## config.mk

```make
export PLATFORM = sky130hd
export DESIGN_NAME = pbdt_top
export DESIGN_NICKNAME = d
export VERILOG_FILES = /design/src/design/pbdt_top.v /design/src/design/pbdt_discard_timer.v /design/src/design/pbdt_irq.v
export VERILOG_INCLUDE_DIRS = /design/src /design/src/design
export SDC_FILE = /design/constraint.sdc
export NUM_CORES = 1
export LEC_CHECK = 0
export BUFFER_PORTS_ARGS = -buffer_cell sky130_fd_sc_hd__buf_2
export CAP_MARGIN = 40
export CORE_MARGIN = 2
export CORE_UTILIZATION = 53
export DETAILED_ROUTE_END_ITERATION = 8
export PLACE_DENSITY = 0.84
export SLEW_MARGIN = 20
export SYNTH_ARGS = -nofsm -noshare
export SYNTH_HDL_FRONTEND = slang
export SYNTH_SLANG_ARGS = --single-unit
```

## constraint.sdc

```tcl
create_clock -name clk_sys -period 2.7 [get_ports clk_sys]
set_input_delay 0.27 -clock clk_sys [delete_from_list [all_inputs] [get_ports clk_sys]]
set_output_delay 0.27 -clock clk_sys [all_outputs]
set_load 0.02 [all_outputs]
```

## src/design/pbdt_defs.vh

```
`ifndef PBDT_DEFS_VH
`define PBDT_DEFS_VH

// ----------------------------------------------------------------
// Register byte addresses
// ----------------------------------------------------------------
`define PBDT_ADDR_W        12
`define PBDT_A_CTRL        12'h03c
`define PBDT_A_ISTAT       12'h080
`define PBDT_A_IMASK       12'h084
`define PBDT_A_TSTAT       12'h088
`define PBDT_A_PCNT        12'h08c
`define PBDT_A_SCNT        12'h090

// ----------------------------------------------------------------
// Bridge control word fields
// ----------------------------------------------------------------
`define PBDT_B_FB2B        23
`define PBDT_B_PSHORT      24
`define PBDT_B_SSHORT      25
`define PBDT_B_TOSTAT      26
`define PBDT_B_SERREN      27
`define PBDT_RSV_HI        31
`define PBDT_RSV_LO        28

// ----------------------------------------------------------------
// Interrupt and timer status fields
// ----------------------------------------------------------------
`define PBDT_NEV           2
`define PBDT_EV_PRI        0
`define PBDT_EV_SEC        1
`define PBDT_T_PRUN        0
`define PBDT_T_SRUN        1

// ----------------------------------------------------------------
// Reset values and timer lengths
// ----------------------------------------------------------------
`define PBDT_RST_BIT       1'b0
`define PBDT_RST_EV        2'h0
`define PBDT_CNT_W         16
`define PBDT_LONG_CYC      32768
`define PBDT_SHORT_CYC     1024

`endif

```

## src/design/pbdt_top.v

```verilog
`timescale 1ns/1ns
`default_nettype none
`include "pbdt_defs.vh"

module pbdt_top #(
   parameter CNT_W     = `PBDT_CNT_W,
   parameter LONG_CYC  = `PBDT_LONG_CYC,
   parameter SHORT_CYC = `PBDT_SHORT_CYC
) (
   input  wire                    clk_sys,
   input  wire                    arst_n,
   // APB slave
   input  wire                    psel,
   input  wire                    penable,
   input  wire                    pwrite,
   input  wire [`PBDT_ADDR_W-1:0] paddr,
   input  wire [31:0]             pwdata,
   output wire [31:0]             prdata,
   output wire                    pready,
   output wire                    pslverr,
   // Primary delayed transaction tracking
   input  wire                    pri_dly_queued,
   input  wire                    pri_dly_repeat,
   output wire                    pri_dly_pending,
   output wire                    pri_dly_discard,
   // Secondary delayed transaction tracking
   input  wire                    sec_dly_queued,
   input  wire                    sec_dly_repeat,
   output wire                    sec_dly_pending,
   output wire                    sec_dly_discard,
   // Secondary master fast back-to-back
   input  wire                    sec_b2b_want,
   output wire                    sec_b2b_grant,
   output wire                    sec_fast_b2b_en,
   // Primary system error, open drain
   output wire                    primary_system_error_out_n,
   output wire                    primary_system_error_oe_n,
   // Interrupt
   output wire                    irq
);

   // ----------------------------------------------------------------
   // Control bits
   // ----------------------------------------------------------------
   reg         fb2b_q;
   reg         pshort_q;
   reg         sshort_q;
   reg         tostat_q;
   reg         serren_q;
   reg         serr_oe_n_q;
   reg         serr_out_n_q;
   reg         pdisc_q;
   reg         sdisc_q;
   reg  [31:0] rdata_q;
   reg  [31:0] rdata_d;
   reg         err_d;

   wire        wr_acc;
   wire        rd_acc;
   wire        any_exp;
   wire        tostat_d;
   wire        ctrl_we;
   wire        istat_we;
   wire        imask_we;
   wire        tostat_clr;
   wire        p_run;
   wire        s_run;
   wire        p_exp;
   wire        s_exp;
   wire [CNT_W-1:0] p_cnt;
   wire [CNT_W-1:0] s_cnt;
   wire [`PBDT_NEV-1:0] ev;
   wire [`PBDT_NEV-1:0] ist;
   wire [`PBDT_NEV-1:0] imsk;

   // ----------------------------------------------------------------
   // APB access decode
   // ----------------------------------------------------------------
   function hit_addr;
      input [`PBDT_ADDR_W-1:0] a;
      input [`PBDT_ADDR_W-1:0] ref_a;
      begin
         hit_addr = (a == ref_a);
      end
   endfunction

   function known_addr;
      input [`PBDT_ADDR_W-1:0] a;
      begin
         known_addr = hit_addr(a, `PBDT_A_CTRL)  | hit_addr(a, `PBDT_A_ISTAT) |
                      hit_addr(a, `PBDT_A_IMASK) | hit_addr(a, `PBDT_A_TSTAT) |
                      hit_addr(a, `PBDT_A_PCNT)  | hit_addr(a, `PBDT_A_SCNT);
      end
   endfunction

   // Zero wait state: every access completes in its first access cycle
   assign pready  = 1'b1;
   assign wr_acc  = psel & penable & pwrite;
   assign rd_acc  = psel & ~penable & ~pwrite;

   // ----------------------------------------------------------------
   // Register write strobes
   // ----------------------------------------------------------------
   assign ctrl_we    = wr_acc & hit_addr(paddr, `PBDT_A_CTRL);
   assign istat_we   = wr_acc & hit_addr(paddr, `PBDT_A_ISTAT);
   assign imask_we   = wr_acc & hit_addr(paddr, `PBDT_A_IMASK);
   // Only a one written to bit 26 clears; a zero leaves the flag alone
   assign tostat_clr = ctrl_we & pwdata[`PBDT_B_TOSTAT];

   // ----------------------------------------------------------------
   // Control register
   // ----------------------------------------------------------------
   always @(posedge clk_sys or negedge arst_n) begin
      if (!arst_n) begin
         fb2b_q   <= `PBDT_RST_BIT;
         pshort_q <= `PBDT_RST_BIT;
         sshort_q <= `PBDT_RST_BIT;
         serren_q <= `PBDT_RST_BIT;
      end else if (ctrl_we) begin
         fb2b_q   <= pwdata[`PBDT_B_FB2B];
         pshort_q <= pwdata[`PBDT_B_PSHORT];
         sshort_q <= pwdata[`PBDT_B_SSHORT];
         serren_q <= pwdata[`PBDT_B_SERREN];
      end
   end

   // ----------------------------------------------------------------
   // Timeout flag
   // ----------------------------------------------------------------
   assign any_exp  = p_exp | s_exp;
   // Expiry in the clearing cycle keeps the flag set
   assign tostat_d = any_exp | (tostat_q & ~tostat_clr);

   always @(posedge clk_sys or negedge arst_n) begin
      if (!arst_n) begin
         tostat_q <= `PBDT_RST_BIT;
      end else begin
         tostat_q <= tostat_d;
      end
   end

   // ----------------------------------------------------------------
   // Discard timers
   // ----------------------------------------------------------------
   pbdt_discard_timer #(
      .CNT_W     (CNT_W),
      .LONG_CYC  (LONG_CYC),
      .SHORT_CYC (SHORT_CYC)
   ) u_pri_timer (
      .clk_sys   (clk_sys),
      .arst_n    (arst_n),
      .arm       (pri_dly_queued),
      .done      (pri_dly_repeat),
      .short_sel (pshort_q),
      .running   (p_run),
      .expire    (p_exp),
      .count     (p_cnt)
   );

   pbdt_discard_timer #(
      .CNT_W     (CNT_W),
      .LONG_CYC  (LONG_CYC),
      .SHORT_CYC (SHORT_CYC)
   ) u_sec_timer (
      .clk_sys   (clk_sys),
      .arst_n    (arst_n),
      .arm       (sec_dly_queued),
      .done      (sec_dly_repeat),
      .short_sel (sshort_q),
      .running   (s_run),
      .expire    (s_exp),
      .count     (s_cnt)
   );

   // ----------------------------------------------------------------
   // Delayed completion discard
   // ----------------------------------------------------------------
   // Pending falls one cycle before the discard, so a later repeat must requeue
   always @(posedge clk_sys or negedge arst_n) begin
      if (!arst_n) begin
         pdisc_q <= 1'b0;
         sdisc_q <= 1'b0;
      end else begin
         pdisc_q <= p_exp;
         sdisc_q <= s_exp;
      end
   end

   assign pri_dly_pending = p_run;
   assign sec_dly_pending = s_run;
   assign pri_dly_discard = pdisc_q;
   assign sec_dly_discard = sdisc_q;

   // ----------------------------------------------------------------
   // Primary system error pin
   // ----------------------------------------------------------------
   // One cycle low per expiry while serren_q is set; the line is released otherwise
   always @(posedge clk_sys or negedge arst_n) begin
      if (!arst_n) begin
         serr_oe_n_q  <= 1'b1;
         serr_out_n_q <= 1'b1;
      end else begin
         serr_oe_n_q  <= ~(any_exp & serren_q);
         serr_out_n_q <= ~(any_exp & serren_q);
      end
   end

   assign primary_system_error_out_n = serr_out_n_q;
   assign primary_system_error_oe_n  = serr_oe_n_q;

   // ----------------------------------------------------------------
   // Fast back-to-back on the secondary
   // ----------------------------------------------------------------
   assign sec_fast_b2b_en = fb2b_q;
   assign sec_b2b_grant   = sec_b2b_want & fb2b_q;

   // ----------------------------------------------------------------
   // Interrupts
   // ----------------------------------------------------------------
   assign ev[`PBDT_EV_PRI] = p_exp;
   assign ev[`PBDT_EV_SEC] = s_exp;

   pbdt_irq #(
      .N        (`PBDT_NEV)
   ) u_irq (
      .clk_sys  (clk_sys),
      .arst_n   (arst_n),
      .event_in (ev),
      .clr_we   (istat_we),
      .mask_we  (imask_we),
      .wdata    (pwdata[`PBDT_NEV-1:0]),
      .status   (ist),
      .mask     (imsk),
      .irq      (irq)
   );

   // ----------------------------------------------------------------
   // Read data
   // ----------------------------------------------------------------
   // Captured in the setup cycle so prdata comes from a flip-flop
   always @* begin
      rdata_d = 32'h0000_0000;
      err_d   = ~known_addr(paddr);
      if (hit_addr(paddr, `PBDT_A_CTRL)) begin
         rdata_d[`PBDT_B_FB2B]   = fb2b_q;
         rdata_d[`PBDT_B_PSHORT] = pshort_q;
         rdata_d[`PBDT_B_SSHORT] = sshort_q;
         rdata_d[`PBDT_B_TOSTAT] = tostat_q;
         rdata_d[`PBDT_B_SERREN] = serren_q;
         rdata_d[`PBDT_RSV_HI:`PBDT_RSV_LO] = 4'h0;
      end else if (hit_addr(paddr, `PBDT_A_ISTAT)) begin
         rdata_d[`PBDT_NEV-1:0] = ist;
      end else if (hit_addr(paddr, `PBDT_A_IMASK)) begin
         rdata_d[`PBDT_NEV-1:0] = imsk;
      end else if (hit_addr(paddr, `PBDT_A_TSTAT)) begin
         rdata_d[`PBDT_T_PRUN] = p_run;
         rdata_d[`PBDT_T_SRUN] = s_run;
      end else if (hit_addr(paddr, `PBDT_A_PCNT)) begin
         rdata_d[CNT_W-1:0] = p_cnt;
      end else if (hit_addr(paddr, `PBDT_A_SCNT)) begin
         rdata_d[CNT_W-1:0] = s_cnt;
      end
   end

   reg err_q;

   always @(posedge clk_sys or negedge arst_n) begin
      if (!arst_n) begin
         rdata_q <= 32'h0000_0000;
         err_q   <= 1'b0;
      end else if (psel && !penable) begin
         rdata_q <= rd_acc ? rdata_d : 32'h0000_0000;
         err_q   <= err_d;
      end
   end

   assign prdata  = rdata_q;
   assign pslverr = psel & penable & err_q;

endmodule
`default_nettype wire

```

## src/design/pbdt_discard_timer.v

```verilog
`timescale 1ns/1ns
`default_nettype none
`include "pbdt_defs.vh"

module pbdt_discard_timer #(
   parameter CNT_W     = `PBDT_CNT_W,
   parameter LONG_CYC  = `PBDT_LONG_CYC,
   parameter SHORT_CYC = `PBDT_SHORT_CYC
) (
   input  wire             clk_sys,
   input  wire             arst_n,
   input  wire             arm,
   input  wire             done,
   input  wire             short_sel,
   output wire             running,
   output wire             expire,
   output wire [CNT_W-1:0] count
);

   localparam ST_IDLE = 1'b0;
   localparam ST_RUN  = 1'b1;
   localparam [CNT_W-1:0] LONG_LAST  = LONG_CYC - 1;
   localparam [CNT_W-1:0] SHORT_LAST = SHORT_CYC - 1;
   localparam [CNT_W-1:0] CNT_ONE    = 1;

   reg             state_q;
   reg             state_d;
   reg [CNT_W-1:0] cnt_q;
   reg [CNT_W-1:0] cnt_d;
   reg             exp_q;
   reg             exp_d;
   wire            hit;

   // Length is read live; shortening with the count at or past SHORT_LAST expires at once
   assign hit = cnt_q >= (short_sel ? SHORT_LAST : LONG_LAST);

   always @* begin
      state_d = state_q;
      cnt_d   = cnt_q;
      exp_d   = 1'b0;
      case (state_q)
         ST_IDLE: begin
            if (arm) begin
               state_d = ST_RUN;
               cnt_d   = {CNT_W{1'b0}};
            end
         end
         ST_RUN: begin
            if (arm) begin
               cnt_d = {CNT_W{1'b0}};
            end else if (done) begin
               state_d = ST_IDLE;
            end else if (hit) begin
               state_d = ST_IDLE;
               exp_d   = 1'b1;
            end else begin
               cnt_d = cnt_q + CNT_ONE;
            end
         end
         default: begin
            state_d = ST_IDLE;
         end
      endcase
   end

   always @(posedge clk_sys or negedge arst_n) begin
      if (!arst_n) begin
         state_q <= ST_IDLE;
         cnt_q   <= {CNT_W{1'b0}};
         exp_q   <= 1'b0;
      end else begin
         state_q <= state_d;
         cnt_q   <= cnt_d;
         exp_q   <= exp_d;
      end
   end

   assign running = state_q;
   assign expire  = exp_q;
   assign count   = cnt_q;

endmodule
`default_nettype wire

```

## src/design/pbdt_irq.v

```verilog
`timescale 1ns/1ns
`default_nettype none
`include "pbdt_defs.vh"

module pbdt_irq #(
   parameter N = `PBDT_NEV
) (
   input  wire         clk_sys,
   input  wire         arst_n,
   input  wire [N-1:0] event_in,
   input  wire         clr_we,
   input  wire         mask_we,
   input  wire [N-1:0] wdata,
   output wire [N-1:0] status,
   output wire [N-1:0] mask,
   output wire         irq
);

   reg [N-1:0] status_q;
   reg [N-1:0] mask_q;
   reg         irq_q;
   wire [N-1:0] status_d;

   // Set wins over a clear in the same cycle
   assign status_d = (status_q & ~(clr_we ? wdata : {N{1'b0}})) | event_in;

   always @(posedge clk_sys or negedge arst_n) begin
      if (!arst_n) begin
         status_q <= {N{1'b0}};
         mask_q   <= {N{1'b0}};
         irq_q    <= 1'b0;
      end else begin
         status_q <= status_d;
         if (mask_we) begin
            mask_q <= wdata;
         end
         irq_q <= |(status_q & mask_q);
      end
   end

   assign status = status_q;
   assign mask   = mask_q;
   assign irq    = irq_q;

endmodule
`default_nettype wire

```

==> results of run 1 <==
-- sequential cells by signal, indices dropped and copies added, names as in the netlist, 2 cells and up --
| signal | flops |
|---|---|
| u_sec_timer.count | 16 |
| u_pri_timer.count | 16 |
| u_irq.status | 2 |
| prdata | 21 |
| u_irq.mask | 2 |
-- Yosys cell counts, types with 3 or more instances --
cell type                   n
sky130_fd_sc_hd__o31ai_1    3
sky130_fd_sc_hd__or3_1      5
sky130_fd_sc_hd__dfrtp_1   70
sky130_fd_sc_hd__or2_2      3
sky130_fd_sc_hd__nor3_1     3
sky130_fd_sc_hd__mux2i_1   13
sky130_fd_sc_hd__o21ai_0   14
sky130_fd_sc_hd__o21ai_1   10
sky130_fd_sc_hd__and3_1     7
sky130_fd_sc_hd__clkbuf_1   9
sky130_fd_sc_hd__a21oi_1   15
sky130_fd_sc_hd__nor4_1     5
sky130_fd_sc_hd__buf_4     14
sky130_fd_sc_hd__mux2_2     7
sky130_fd_sc_hd__inv_1      9
sky130_fd_sc_hd__xor2_1     9
sky130_fd_sc_hd__ha_1      12
sky130_fd_sc_hd__nand3_1   13
sky130_fd_sc_hd__a21o_1     3
sky130_fd_sc_hd__a22o_1     6
sky130_fd_sc_hd__nand2_1   36
sky130_fd_sc_hd__nand4_1    8
sky130_fd_sc_hd__xnor2_1   11
sky130_fd_sc_hd__buf_2      4
sky130_fd_sc_hd__nor2b_1    7
sky130_fd_sc_hd__nor2_1    35
sky130_fd_sc_hd__a211oi_1   5
sky130_fd_sc_hd__nand2b_1   5
-- per-stage QoR --
stage	setup slack (ns)	util [%]	power (mW)	hold WS, ns	std cells
CTS	0.224	61.5	2.04	0.138	545
floorplan	0.516	-	1.19	-0.0256	395
finish	0.193	61.7	2.02	0.149	546
global route	0.0831	61.7	2.11	0.138	546
detailed placement	0.251	58.8	1.25	0.261	528
global placement	0.324	58.4	1.24	0.431	527
-- worst max-delay path, delay by kind of cell, from the launching register on --
kind                       cells  cell delay [ns]
and+or+nand+nor                2             0.40
adders and majority gates      1             0.37
muxes                          1             0.32
DFF                            1             0.47
AOI/OAI and AO/OA              3             0.85
-- logic make-up (layout without fill, tap and decap cells) --
logic type / after synthesis / after routing / share of synthesized area [%]
DFF: 71 / 71 / 46.0
buffers and inverters: 38 / 90 / 5.38
AOI/OAI and AO/OA: 71 / 71 / 13.3
and+or+nand+nor: 150 / 150 / 21.0
other: 2 / 12 / 0.194
adders and majority gates: 12 / 12 / 3.89
xor gates and xnor gates: 20 / 20 / 4.53
muxes: 21 / 21 / 5.70
-- repair_timing --
| action | in CTS | in global routing |
|---|---|---|
| endpoints found under the setup margin | 0 | 0 |
| hold endpoints to repair | 19 | 0 |
| hold buffers | 1 | 0 |
-- routing by layer --
metal | global-route usage (%) | routed length [µm] | up-vias
met5 | 0 | 0 | -
met1 | 29.0 | 3890 | 1472
li1 | - | - | 1461
met4 | 8.01 | 169 | 0
met2 | 37.2 | 3940 | 100
met3 | 6.46 | 494 | 15
-- final cells by class --
type	instances	share of cell area [%]
Multi-Input combinational cell	286	43.5
Timing Repair Buffer	65	8.33
Clock buffer	12	3.52
Clock inverter	4	0.682
Inverter	9	0.767
Sequential cell	71	40.4
Tap cell	99	2.81
-- where the power goes --
group	switching (mW)	total (mW)	leakage (nW)	internal (mW)
Clock	0.406	0.792	0.0926	0.386
Combinational	0.0949	0.144	1.10	0.0487
Sequential	0.0144	1.09	0.966	1.07
Total	0.516	2.02	2.16	1.51
-- worst max path at each step --
stage	startpoint	end	cells past startpoint	slack, ns
2_1_floorplan	pshort_q	u_pri_timer.count[8]	7	0.52
3_3_place_gp	pshort_q	u_pri_timer.count[8]	7	0.32
3_5_place_dp	pshort_q	u_pri_timer.count[8]	7	0.25
4_1_cts	pshort_q	u_pri_timer.count[8]	7	0.22
6_report	pshort_q	u_pri_timer.count[8]	7	0.19
5_1_grt	pshort_q	u_pri_timer.count[8]	7	0.08
==> reports/qor_table.md, run 1 <==
| Stage | Result | Reported |
| --- | --- | --- |
| detailed routing | WL per Instance | 15.5 µm |
| finish | Final Net Count | 508 |
| sta | Final number of setup-violating endpoints | 0 |
| placement | Placement-stage cell area | 0.00420 mm² |
| sta | Timing-limited maximum frequency | 399 MHz |
| finish | Antenna diode instance count | 0 |
| yosys | Synth area leaders | sky130_fd_sc_hd__dfrtp_1 45%, sky130_fd_sc_hd__ha_1 3.9%, sky130_fd_sc_hd__nand2_1 3.5% |
| floorplan | Boundary Pins | 97 |
| detailed routing | Wire length after detailed routing | 8.49 mm |
| clock network | Maximum count of clock buffers along a single path | 2 |
| yosys | Area share of the largest cell type after synthesis | 45.3% |
| yosys | Syn. warnings | 0 |
| clock network | Clk Latency, worst-skew pair | 0.35 ns |
| grt | First-pass GRT wire length | 13.7 mm |
| yosys | Netlist area before placement | 0.00386 mm² |
| worst setup path | Arrival time of data at the critical path endpoint | 2.75 ns |
| worst setup path | Path type of the worst setup path | register to register |
| min path | Hold WC Path Type | input pin to register |
| yosys | Proportion of register bits with asynchronous set or reset after synthesis | 100% |
| sta | Final sum of negative setup slack | 0 ns |
| grt | Largest net degree at the start of global routing | 52 |
| worst setup path | Master of the slowest instance on the critical path | sky130_fd_sc_hd__dfrtp_1 |
| yosys | Predominant post-synthesis flop cell | sky130_fd_sc_hd__dfrtp_1 |
| yosys | Sequential cell area fraction in the yosys report | 46.0% |
| sta | Hold Fails Final Rpt | 0 |
| clock network | Number of sinks handled by clock tree synthesis | 71 |
| clock network | Clock root buffer | sky130_fd_sc_hd__clkbuf_8 |
| min path | Worst min-delay path endpoint | sec_fast_b2b_en |
| detailed routing | TritonRoute pass-1 iters | 4 |
| finish | Leading cell types in the layout, fill and taps excluded | 70 x sky130_fd_sc_hd__dfrtp_1, 59 x sky130_fd_sc_hd__buf_2, 36 x sky130_fd_sc_hd__nand2_1 |
| yosys | Library cell with the largest summed area after synthesis | sky130_fd_sc_hd__dfrtp_1 |
| floorplan | Starting utilization of the core area | 54.1% |
| detailed routing | Starting DRC count in detailed routing | 165 |
| outcome | Result of the run | completed |
| floorplan | Placeable core area | 0.00714 mm² |
| yosys | Post-synth EDFFs | 0 |
| placement | Post-DP HPWL | 6.20 mm |
| worst setup path | Worst-path cell chain | ha_1 -> a21o_1 -> a211oi_1 -> nand2b_1 -> a21oi_4 -> nand4_1 -> mux2_1 |
| min path | Worst Hold Launch | pwdata[23] |
| worst setup path | Crit Path Max Fanout | 7 |
| clock network | Worst-path clk slew | 0.08 ns |
| floorplan | Chip Width | 89.4 µm |
| worst setup path | Path depth of the worst reg2reg path | 7 |
| clock network | Total setup buffers inserted after CTS | 0 |
| detailed routing | Remaining DRCs | 0 |
| sta | Worst relative slew slack | 64.5% |
| worst setup path | Worst reg-to-reg setup slack | 0.19 ns |
| worst setup path | Startpoint of the most critical register-to-register path | pshort_q |
| placement | Number of port buffers | 59 |
| worst setup path | Startpoint type of the worst setup path | register |
| sta | Period utilization | 92.8% |
| worst setup path | Critical Path RT | 2.94 ns |
| grt | GR Overflow Total | 0 |
| sta | Tightest Pin Transition | 0.528 ns |
| worst setup path | Critical register-to-register path endpoint | u_pri_timer.count[8] |
| grt | Number of antenna violations at the first check in global routing | 0 |
| sta | Number of max-slew violations in the final report | 0 |
| detailed routing | Remaining antenna violation count | 0 |
| finish | Area used by multi-input combinational logic | 0.00192 mm² |
| finish | Register cell area after layout | 0.00178 mm² |
| clock network | Number of CTS-inserted buffers | 9 |
| flow run | Max-Cap Viols | 0 |
| floorplan | Height of the die | 89.4 µm |
| floorplan | Row count | 31 |
| yosys | Number of instances in the synthesized netlist | 385 |
| clock network | Clock tree from TritonCTS | done |
| worst setup path | Maximum single-stage delay on the critical path | 0.47 ns |
| finish | Area of all placed cells without fillers | 0.00440 mm² |
| worst setup path | Category of the worst setup path capture point | register |
| power and ir drop | Maximum resistive drop on vdd | 0.309 mV |
| clock network | H-tree depth | 3 |
| placement | Routability cong. | 0.912 |
| power and ir drop | Leakage component of the power | 2.16 nW |
| finish | Fillers | 615 |
| finish | Layout cells sized above 1 | 24.6% |
| finish | Growth of design area from synthesis to finish | 14.0% |
| yosys | Average size of a mapped cell | 10.0 µm² |
| min path | Cell depth of the worst hold path | 2 |
| floorplan | Total die area | 0.00799 mm² |
| clock network | Resized Gates After CTS | 0 |
| grt | Vias in the first global route | 2923 |
| finish | Most common cell after layout, fill and taps aside | sky130_fd_sc_hd__dfrtp_1 |
| yosys | Synthesis-stage register bit count | 71 |
| yosys | Netlist cell types | 66 |
| sta | RSZ-0062 raised after global routing | false |
| grt | All-layer global routing usage | 22.7% |
| detailed routing | Vias per inst | 5.58 |
| sta | Final period demand of the worst path | 2.51 ns |
| detailed routing | Via count | 3048 |
| sta | Largest clock skew in the final design | 0.0107 ns |
| power and ir drop | Ratio of total power to cell area | 460 mW/mm² |
(Power assumes the default switching activity.)
==> inputs of run 2 (changes only) <==
REMOVE_ABC_BUFFERS = 1   (was default)
==> reports/qor_table.md, run 2 (synthesized netlist as in run 1, its figures left out) <==
| Stage | Result | Reported | Change |
| --- | --- | --- | --- |
| placement | Placement Setup Slack | 0.223 ns | -0.0283 ns |
| grt | First-pass GRT wire length | 13.8 mm | +0.15% |
| clock network | Clock tree from TritonCTS | done |  |
| outcome | Result of the run | completed |  |
| worst setup path | Master of the slowest instance on the critical path | sky130_fd_sc_hd__dfrtp_1 |  |
| sta | Final number of setup-violating endpoints | 0 | unchanged |
| detailed routing | Starting DRC count in detailed routing | 197 | +19% |
| floorplan | Row count | 31 | unchanged |
| detailed routing | Remaining antenna violation count | 0 | unchanged |
| sta | Timing-limited maximum frequency | 393 MHz | -1.5% |
| grt | Vias in the first global route | 2996 | +2.5% |
| power and ir drop | Ratio of total power to cell area | 473 mW/mm² | +2.8% |
| power and ir drop | Power dissipated by switching net loads | 478 µW | -7.3% |
| detailed routing | TritonRoute pass-1 iters | 5 | +1 |
| finish | Antenna diode instance count | 0 | unchanged |
| floorplan | Height of the die | 89.4 µm | unchanged |
| floorplan | Starting utilization of the core area | 54.1% | unchanged |
| placement | Post-DP HPWL | 6.28 mm | +1.3% |
| worst setup path | Path depth of the worst reg2reg path | 7 | unchanged |
| sta | Worst relative slew slack | 44.7% | -20 points |
| finish | Leading cell types in the layout, fill and taps excluded | 70 x sky130_fd_sc_hd__dfrtp_1, 59 x sky130_fd_sc_hd__buf_2, 36 x sky130_fd_sc_hd__nand2_1 |  |
| grt | Largest net degree at the start of global routing | 37 | -29% |
| floorplan | Total die area | 0.00799 mm² | unchanged |
| clock network | Worst-path clk slew | 0.08 ns | about the same |
| finish | Final standard cell utilization of the core | 61.7% | unchanged |
| power and ir drop | Leakage component of the power | 2.16 nW | about the same |
| clock network | H-tree depth | 3 | unchanged |
| worst setup path | Crit Path Max Fanout | 7 | unchanged |
| sta | Largest clock skew in the final design | 0.0124 ns | +0.00169 ns |
| power and ir drop | Switching power as a share of total power | 23.0% | -2.5 points |
| finish | Final Net Count | 508 | unchanged |
| power and ir drop | Maximum resistive drop on vdd | 0.241 mV | -22% |
| clock network | Number of CTS-inserted buffers | 9 | unchanged |
| worst setup path | Worst reg-to-reg setup slack | 0.16 ns | -0.04 ns |
| sta | Tightest Pin Transition | 0.830 ns | +0.301 ns |
| min path | Hold WC Path Type | input pin to register |  |
| sta | Hold slack final | 0.142 ns | -0.00741 ns |
| floorplan | Boundary Pins | 97 | unchanged |
| clock network | Clock root buffer | sky130_fd_sc_hd__clkbuf_8 |  |
| worst setup path | Path type of the worst setup path | register to register |  |
| grt | GR Overflow Total | 0 | unchanged |
| finish | Growth of design area from synthesis to finish | 14.0% | unchanged |
| floorplan | Chip Width | 89.4 µm | unchanged |
| sta | RSZ-0062 raised after global routing | false |  |
| detailed routing | Vias per inst | 5.73 | +2.6% |
| finish | Number of flip-flops in the largest register | 21 | unchanged |
| worst setup path | Startpoint type of the worst setup path | register |  |
| clock network | Clk Latency, worst-skew pair | 0.34 ns | about the same |
| sta | Number of max-slew violations in the final report | 0 | unchanged |
| sta | Min setup slack post-route | 0.156 ns | -0.0377 ns |
| worst setup path | Worst-path cell chain | ha_1 -> a21o_1 -> a211oi_1 -> nand2b_1 -> a21oi_4 -> nand4_1 -> mux2_1 |  |
| detailed routing | WL per Instance | 15.7 µm | +0.71% |
| power and ir drop | Fraction of power consumed by sequential logic | 52.3% | -1.5 points |
| finish | Layout cells sized above 1 | 23.9% | -0.67 points |
| detailed routing | Wire length after detailed routing | 8.55 mm | +0.71% |
| clock network | Resized Gates After CTS | 0 | unchanged |
| grt | All-layer global routing usage | 22.4% | -0.28 points |
| placement | Routability cong. | 0.927 | +1.6% |
| placement | Number of port buffers | 59 | unchanged |
| power and ir drop | Combinational cell fraction of total power | 6.9% | -0.2 points |
| clock network | Number of sinks handled by clock tree synthesis | 71 | unchanged |
| sta | Period utilization | 94.2% | +1.4 points |
| clock network | Maximum count of clock buffers along a single path | 2 | unchanged |
| flow run | Max-Cap Viols | 0 | unchanged |
| detailed routing | Via count | 3128 | +2.6% |
| worst setup path | Maximum single-stage delay on the critical path | 0.49 ns | +0.02 ns |
| grt | Number of antenna violations at the first check in global routing | 0 | unchanged |
| floorplan | Placeable core area | 0.00714 mm² | unchanged |
| worst setup path | Arrival time of data at the critical path endpoint | 2.77 ns | +0.02 ns |
| min path | Cell depth of the worst hold path | 3 | +1 |
| worst setup path | Critical Path RT | 2.93 ns | about the same |
| worst setup path | Category of the worst setup path capture point | register |  |
| power and ir drop | Internal power summed over all cells | 1.60 mW | +6.3% |
| power and ir drop | Clock power frac | 40.8% | +1.7 points |
| sta | Final sum of negative setup slack | 0 ns | unchanged |
| sta | Final period demand of the worst path | 2.54 ns | +0.0377 ns |
| detailed routing | Remaining DRCs | 0 | unchanged |
| sta | Hold Fails Final Rpt | 0 | unchanged |
| finish | Most common cell after layout, fill and taps aside | sky130_fd_sc_hd__dfrtp_1 |  |
## run 2: changes by cell type in the layout (fill, tap and decap cells not counted)
cell and change:
sky130_fd_sc_hd__buf_4 +1, sky130_fd_sc_hd__buf_6 -1, sky130_fd_sc_hd__buf_16 -1, sky130_fd_sc_hd__buf_12 +1
sky130_fd_sc_hd__clkinv_2 -1, sky130_fd_sc_hd__clkbuf_1 +3, sky130_fd_sc_hd__bufinv_16 +1, sky130_fd_sc_hd__clkinv_4 -2
sky130_fd_sc_hd__clkinvlp_4 -1
## run 2: area by class of cell
class | count | area, µm²
repair buffers | 65 | 355
multi-input cells | 286 | 1920
well taps | 99 | 124
flip-flops and latches | 71 | 1780
inverters | 9 | 33.8
clock buffers | 15 | 166
clock inverters | 1 | 30.0
fillers | 639 | 2730
## run 2: layer usage
layer | share of wire [%] | GRT usage (%) | routed length (µm) | vias to the layer above
met5 | 0 | 0 | 0 | -
met4 | 2.0 | 9.50 | 172 | 0
met3 | 5.9 | 3.14 | 504 | 19
met2 | 48 | 37.6 | 4100 | 121
met1 | 44 | 29.2 | 3770 | 1523
li1 | - | - | - | 1465
## run 2: power groups by stage
stage	Sequential (mW)	Combinational, mW	Clock, mW
after global placement	1.11	0.135	0
after detailed placement	1.11	0.139	0
final	1.09	0.144	0.849
after global routing	1.09	0.161	0.914
after floorplan	1.11	0.0616	0
after CTS	1.09	0.140	0.864
## run 2: per-stage QoR
stage | area (µm²) | power, mW | cells
3_5_place_dp | 4180 | 1.25 | 528
5_1_grt | 4400 | 2.16 | 546
4_1_cts | 4370 | 2.09 | 544
3_3_place_gp | 4180 | 1.24 | 528
6_report | 4400 | 2.08 | 546
2_1_floorplan | 3730 | 1.17 | 366
## run 2: critical path, delay by kind of cell (launching register included)
| family | cells | cell delay, ns |
|---|---|---|
| mux | 1 | 0.32 |
| simple gates | 2 | 0.40 |
| fa+ha+maj | 1 | 0.38 |
| compound gates | 3 | 0.84 |
| flops | 1 | 0.49 |
## run 2: worst paths after layout
| path | startpoint | to |
|---|---|---|
| setup reg to reg | pshort_q | u_pri_timer.count[8] |
| max in group asynchronous | arst_n | prdata[6] |
| hold reg to reg | serren_q | primary_system_error_out_n |
| hold / removal | pwdata[1] | u_irq.mask[1] |
| min in group asynchronous | arst_n | u_pri_timer.expire |
| setup / recovery | pshort_q | u_pri_timer.count[8] |
## run 2: timing repair
item / 4_1_cts / 5_1_grt
hold endpoints to repair: 0 / 41
buffers inserted: 0 / 0
hold buffers: 0 / 1
==> inputs of run 3 (changes only) <==
CORE_MARGIN = default   (was 2)
==> reports/qor_table.md, run 3 (synthesized netlist as in run 1, its figures left out) <==
| Stage | Result | Reported | Change |
| --- | --- | --- | --- |
| power and ir drop | Clock power frac | 40.5% | -0.3 points |
| power and ir drop | Leakage component of the power | 2.15 nW | about the same |
| clock network | H-tree depth | 3 | unchanged |
| detailed routing | Starting DRC count in detailed routing | 165 | -16% |
| clock network | Number of sinks handled by clock tree synthesis | 71 | unchanged |
| grt | First-pass GRT wire length | 13.8 mm | about the same |
| floorplan | Height of the die | 87.4 µm | -2.2% |
| clock network | Clock tree from TritonCTS | done |  |
| clock network | Number of CTS-inserted buffers | 9 | unchanged |
| power and ir drop | Combinational cell fraction of total power | 6.7% | -0.2 points |
| floorplan | Row count | 30 | -3.2% |
| worst setup path | Startpoint of the most critical register-to-register path | pshort_q |  |
| finish | Leading cell types in the layout, fill and taps excluded | 70 x sky130_fd_sc_hd__dfrtp_1, 59 x sky130_fd_sc_hd__buf_2, 36 x sky130_fd_sc_hd__nand2_1 |  |
| clock network | Clk Latency, worst-skew pair | 0.35 ns | about the same |
| placement | Number of port buffers | 59 | unchanged |
| finish | Most common cell after layout, fill and taps aside | sky130_fd_sc_hd__dfrtp_1 |  |
| detailed routing | TritonRoute pass-1 iters | 4 | -1 |
| worst setup path | Capturing instance or port of the critical path | u_pri_timer.count[8] |  |
| finish | Fillers | 601 | -5.9% |
| clock network | Total setup buffers inserted after CTS | 0 | unchanged |
| sta | Hold slack final | 0.153 ns | +0.0112 ns |
| floorplan | Chip Width | 87.4 µm | -2.2% |
| worst setup path | Critical register-to-register path endpoint | u_pri_timer.count[8] |  |
| power and ir drop | Ratio of total power to cell area | 469 mW/mm² | -0.73% |
| finish | Number of flip-flops in the largest register | 21 | unchanged |
| power and ir drop | Maximum resistive drop on vdd | 0.248 mV | +2.8% |
| detailed routing | Vias per inst | 5.69 | -0.64% |
| worst setup path | Total stage count of the critical path | 7 | unchanged |
| placement | Post-DP HPWL | 6.01 mm | -4.3% |
| outcome | Result of the run | completed |  |
| clock network | Resized Gates After CTS | 0 | unchanged |
| power and ir drop | Fraction of power consumed by sequential logic | 52.8% | +0.5 points |
| finish | Growth of design area from synthesis to finish | 13.8% |  |
| grt | Number of antenna violations at the first check in global routing | 0 | unchanged |
| finish | Layout cells sized above 1 | 24.8% | +0.89 points |
| power and ir drop | Internal power summed over all cells | 1.57 mW | -2.3% |
| worst setup path | Arrival time of data at the critical path endpoint | 2.67 ns | -0.10 ns |
| finish | Antenna diode instance count | 0 | unchanged |
| sta | Final period demand of the worst path | 2.44 ns | -0.102 ns |
| sta | Final number of setup-violating endpoints | 0 | unchanged |
| finish | Final standard cell utilization of the core | 63.6% | +1.9 points |
| sta | Tightest Pin Transition | 0.670 ns | -0.160 ns |
| grt | Vias in the first global route | 2966 | -1.0% |
| sta | Period utilization | 90.4% | -3.8 points |
| worst setup path | Bufs and invs on worst path | 0 | unchanged |
| clock network | Clock root buffer | sky130_fd_sc_hd__clkbuf_8 |  |
| sta | Largest clock skew in the final design | 0.00926 ns | -0.00312 ns |
| clock network | Maximum count of clock buffers along a single path | 2 | unchanged |
| worst setup path | Cell class contributing the biggest share of worst-path delay | compound AO/OA/AOI/OAI gates |  |
| sta | Hold Fails Final Rpt | 0 | unchanged |
| floorplan | Starting utilization of the core area | 55.9% | +1.8 points |
| power and ir drop | Total power | 2.06 mW | -0.90% |
| floorplan | Boundary Pins | 97 | unchanged |
| worst setup path | Startpoint type of the worst setup path | register |  |
| detailed routing | Wire length after detailed routing | 8.26 mm | -3.4% |
| grt | Largest net degree at the start of global routing | 31 | -16% |
| flow run | Max-Cap Viols | 0 | unchanged |
| sta | Worst relative slew slack | 55.3% | +11 points |
| worst setup path | Startpoint of the most critical setup path | pshort_q |  |
| sta | Final sum of negative setup slack | 0 ns | unchanged |
| worst setup path | Maximum single-stage delay on the critical path | 0.47 ns | -0.02 ns |
| worst setup path | Master of the slowest instance on the critical path | sky130_fd_sc_hd__dfrtp_1 |  |
| worst setup path | Path depth of the worst reg2reg path | 7 | unchanged |
| sta | Number of max-slew violations in the final report | 0 | unchanged |
| clock network | Worst-path clk slew | 0.07 ns | about the same |
| worst setup path | Worst-path cell chain | ha_1 -> a21o_1 -> a211oi_1 -> nand2b_1 -> a21oi_4 -> nand4_1 -> mux2_1 |  |
| worst setup path | Crit Path Max Fanout | 7 | unchanged |
| worst setup path | Category of the worst setup path capture point | register |  |
| sta | RSZ-0062 raised after global routing | false |  |
| worst setup path | Worst reg-to-reg setup slack | 0.26 ns | +0.10 ns |
| floorplan | Total die area | 0.00764 mm² | -4.4% |
| grt | GR Overflow Total | 0 | unchanged |
| placement | Routability cong. | 0.914 | -1.3% |
| detailed routing | WL per Instance | 15.2 µm | -2.8% |
| sta | Timing-limited maximum frequency | 410 MHz | +4.2% |
| detailed routing | Via count | 3091 | -1.2% |
| worst setup path | Critical Path RT | 2.93 ns | about the same |
| power and ir drop | Power dissipated by switching net loads | 496 µW | +3.8% |
| detailed routing | Remaining DRCs | 0 | unchanged |
| power and ir drop | Switching power as a share of total power | 24.1% | +1.1 points |
| min path | Hold WC Path Type | input pin to register |  |
| floorplan | Placeable core area | 0.00691 mm² | -3.2% |
| worst setup path | Path type of the worst setup path | register to register |  |
| detailed routing | Remaining antenna violation count | 0 | unchanged |
| finish | Final Net Count | 508 | unchanged |
| grt | All-layer global routing usage | 23.6% | +1.1 points |
## run 3: worst min-delay path by stage
| stage | slack, ns | to | startpoint | depth (start not counted) |
|---|---|---|---|---|
| floorplan | -0.03 | err_q | arst_n | 0 |
| global placement | 0.33 | prdata[11] | arst_n | 1 |
| detailed placement | 0.34 | prdata[11] | arst_n | 1 |
| CTS | 0.15 | u_irq.mask[1] | pwdata[1] | 3 |
| global route | 0.15 | sshort_q | pwdata[25] | 2 |
| finish | 0.15 | u_irq.mask[1] | pwdata[1] | 3 |
## run 3: worst reg2reg max path, cell delays in order, from the launching register on
cell and delay [ns]:
sky130_fd_sc_hd__dfrtp_1 0.47, sky130_fd_sc_hd__ha_1 0.37, sky130_fd_sc_hd__a21o_1 0.23, sky130_fd_sc_hd__a211oi_1 0.31, sky130_fd_sc_hd__nand2b_1 0.23, sky130_fd_sc_hd__a21oi_4 0.26
sky130_fd_sc_hd__nand4_1 0.14, sky130_fd_sc_hd__mux2_1 0.32
## run 3: repair_timing
item,CTS,global route
hold endpoints to repair,28,0
setup endpoints to repair,0,0
hold buffers,1,0
## run 3: power groups by stage
| stage | combinational (mW) | sequential, mW | clock, mW |
|---|---|---|---|
| 2_1_floorplan | 0.0616 | 1.11 | 0 |
| 3_3_place_gp | 0.136 | 1.11 | 0 |
| 3_5_place_dp | 0.139 | 1.11 | 0 |
| 4_1_cts | 0.140 | 1.09 | 0.857 |
| 5_1_grt | 0.156 | 1.09 | 0.907 |
| 6_report | 0.139 | 1.09 | 0.835 |
## run 3: layout make-up
type                    instances  area [µm²]  share of cell area (%)
multi-input cells             286        1920                    43.6
repair buffers                 65         350                    7.97
clock buffers                  10         138                    3.13
clock inverters                 6        60.1                    1.37
well taps                      96         120                    2.73
inverters                       9        33.8                   0.769
flip-flops and latches         71        1780                    40.4
## run 3: through the flow
step / area, µm² / setup WS [ns] / cells
6_report: 4400 / 0.258 / 543
3_3_place_gp: 4170 / 0.344 / 525
5_1_grt: 4400 / 0.120 / 543
3_5_place_dp: 4170 / 0.265 / 525
2_1_floorplan: 3730 / 0.380 / 366
4_1_cts: 4380 / 0.264 / 542
## run 3: layer usage
layer  vias up  global-route usage [%]  part of all wire, %
met3        18                    3.89                  6.8
met4         0                    12.1                  2.1
met1      1495                    31.7                   46
li1       1456                       -                    -
met5         -                       0                    0
met2       122                    36.9                   45
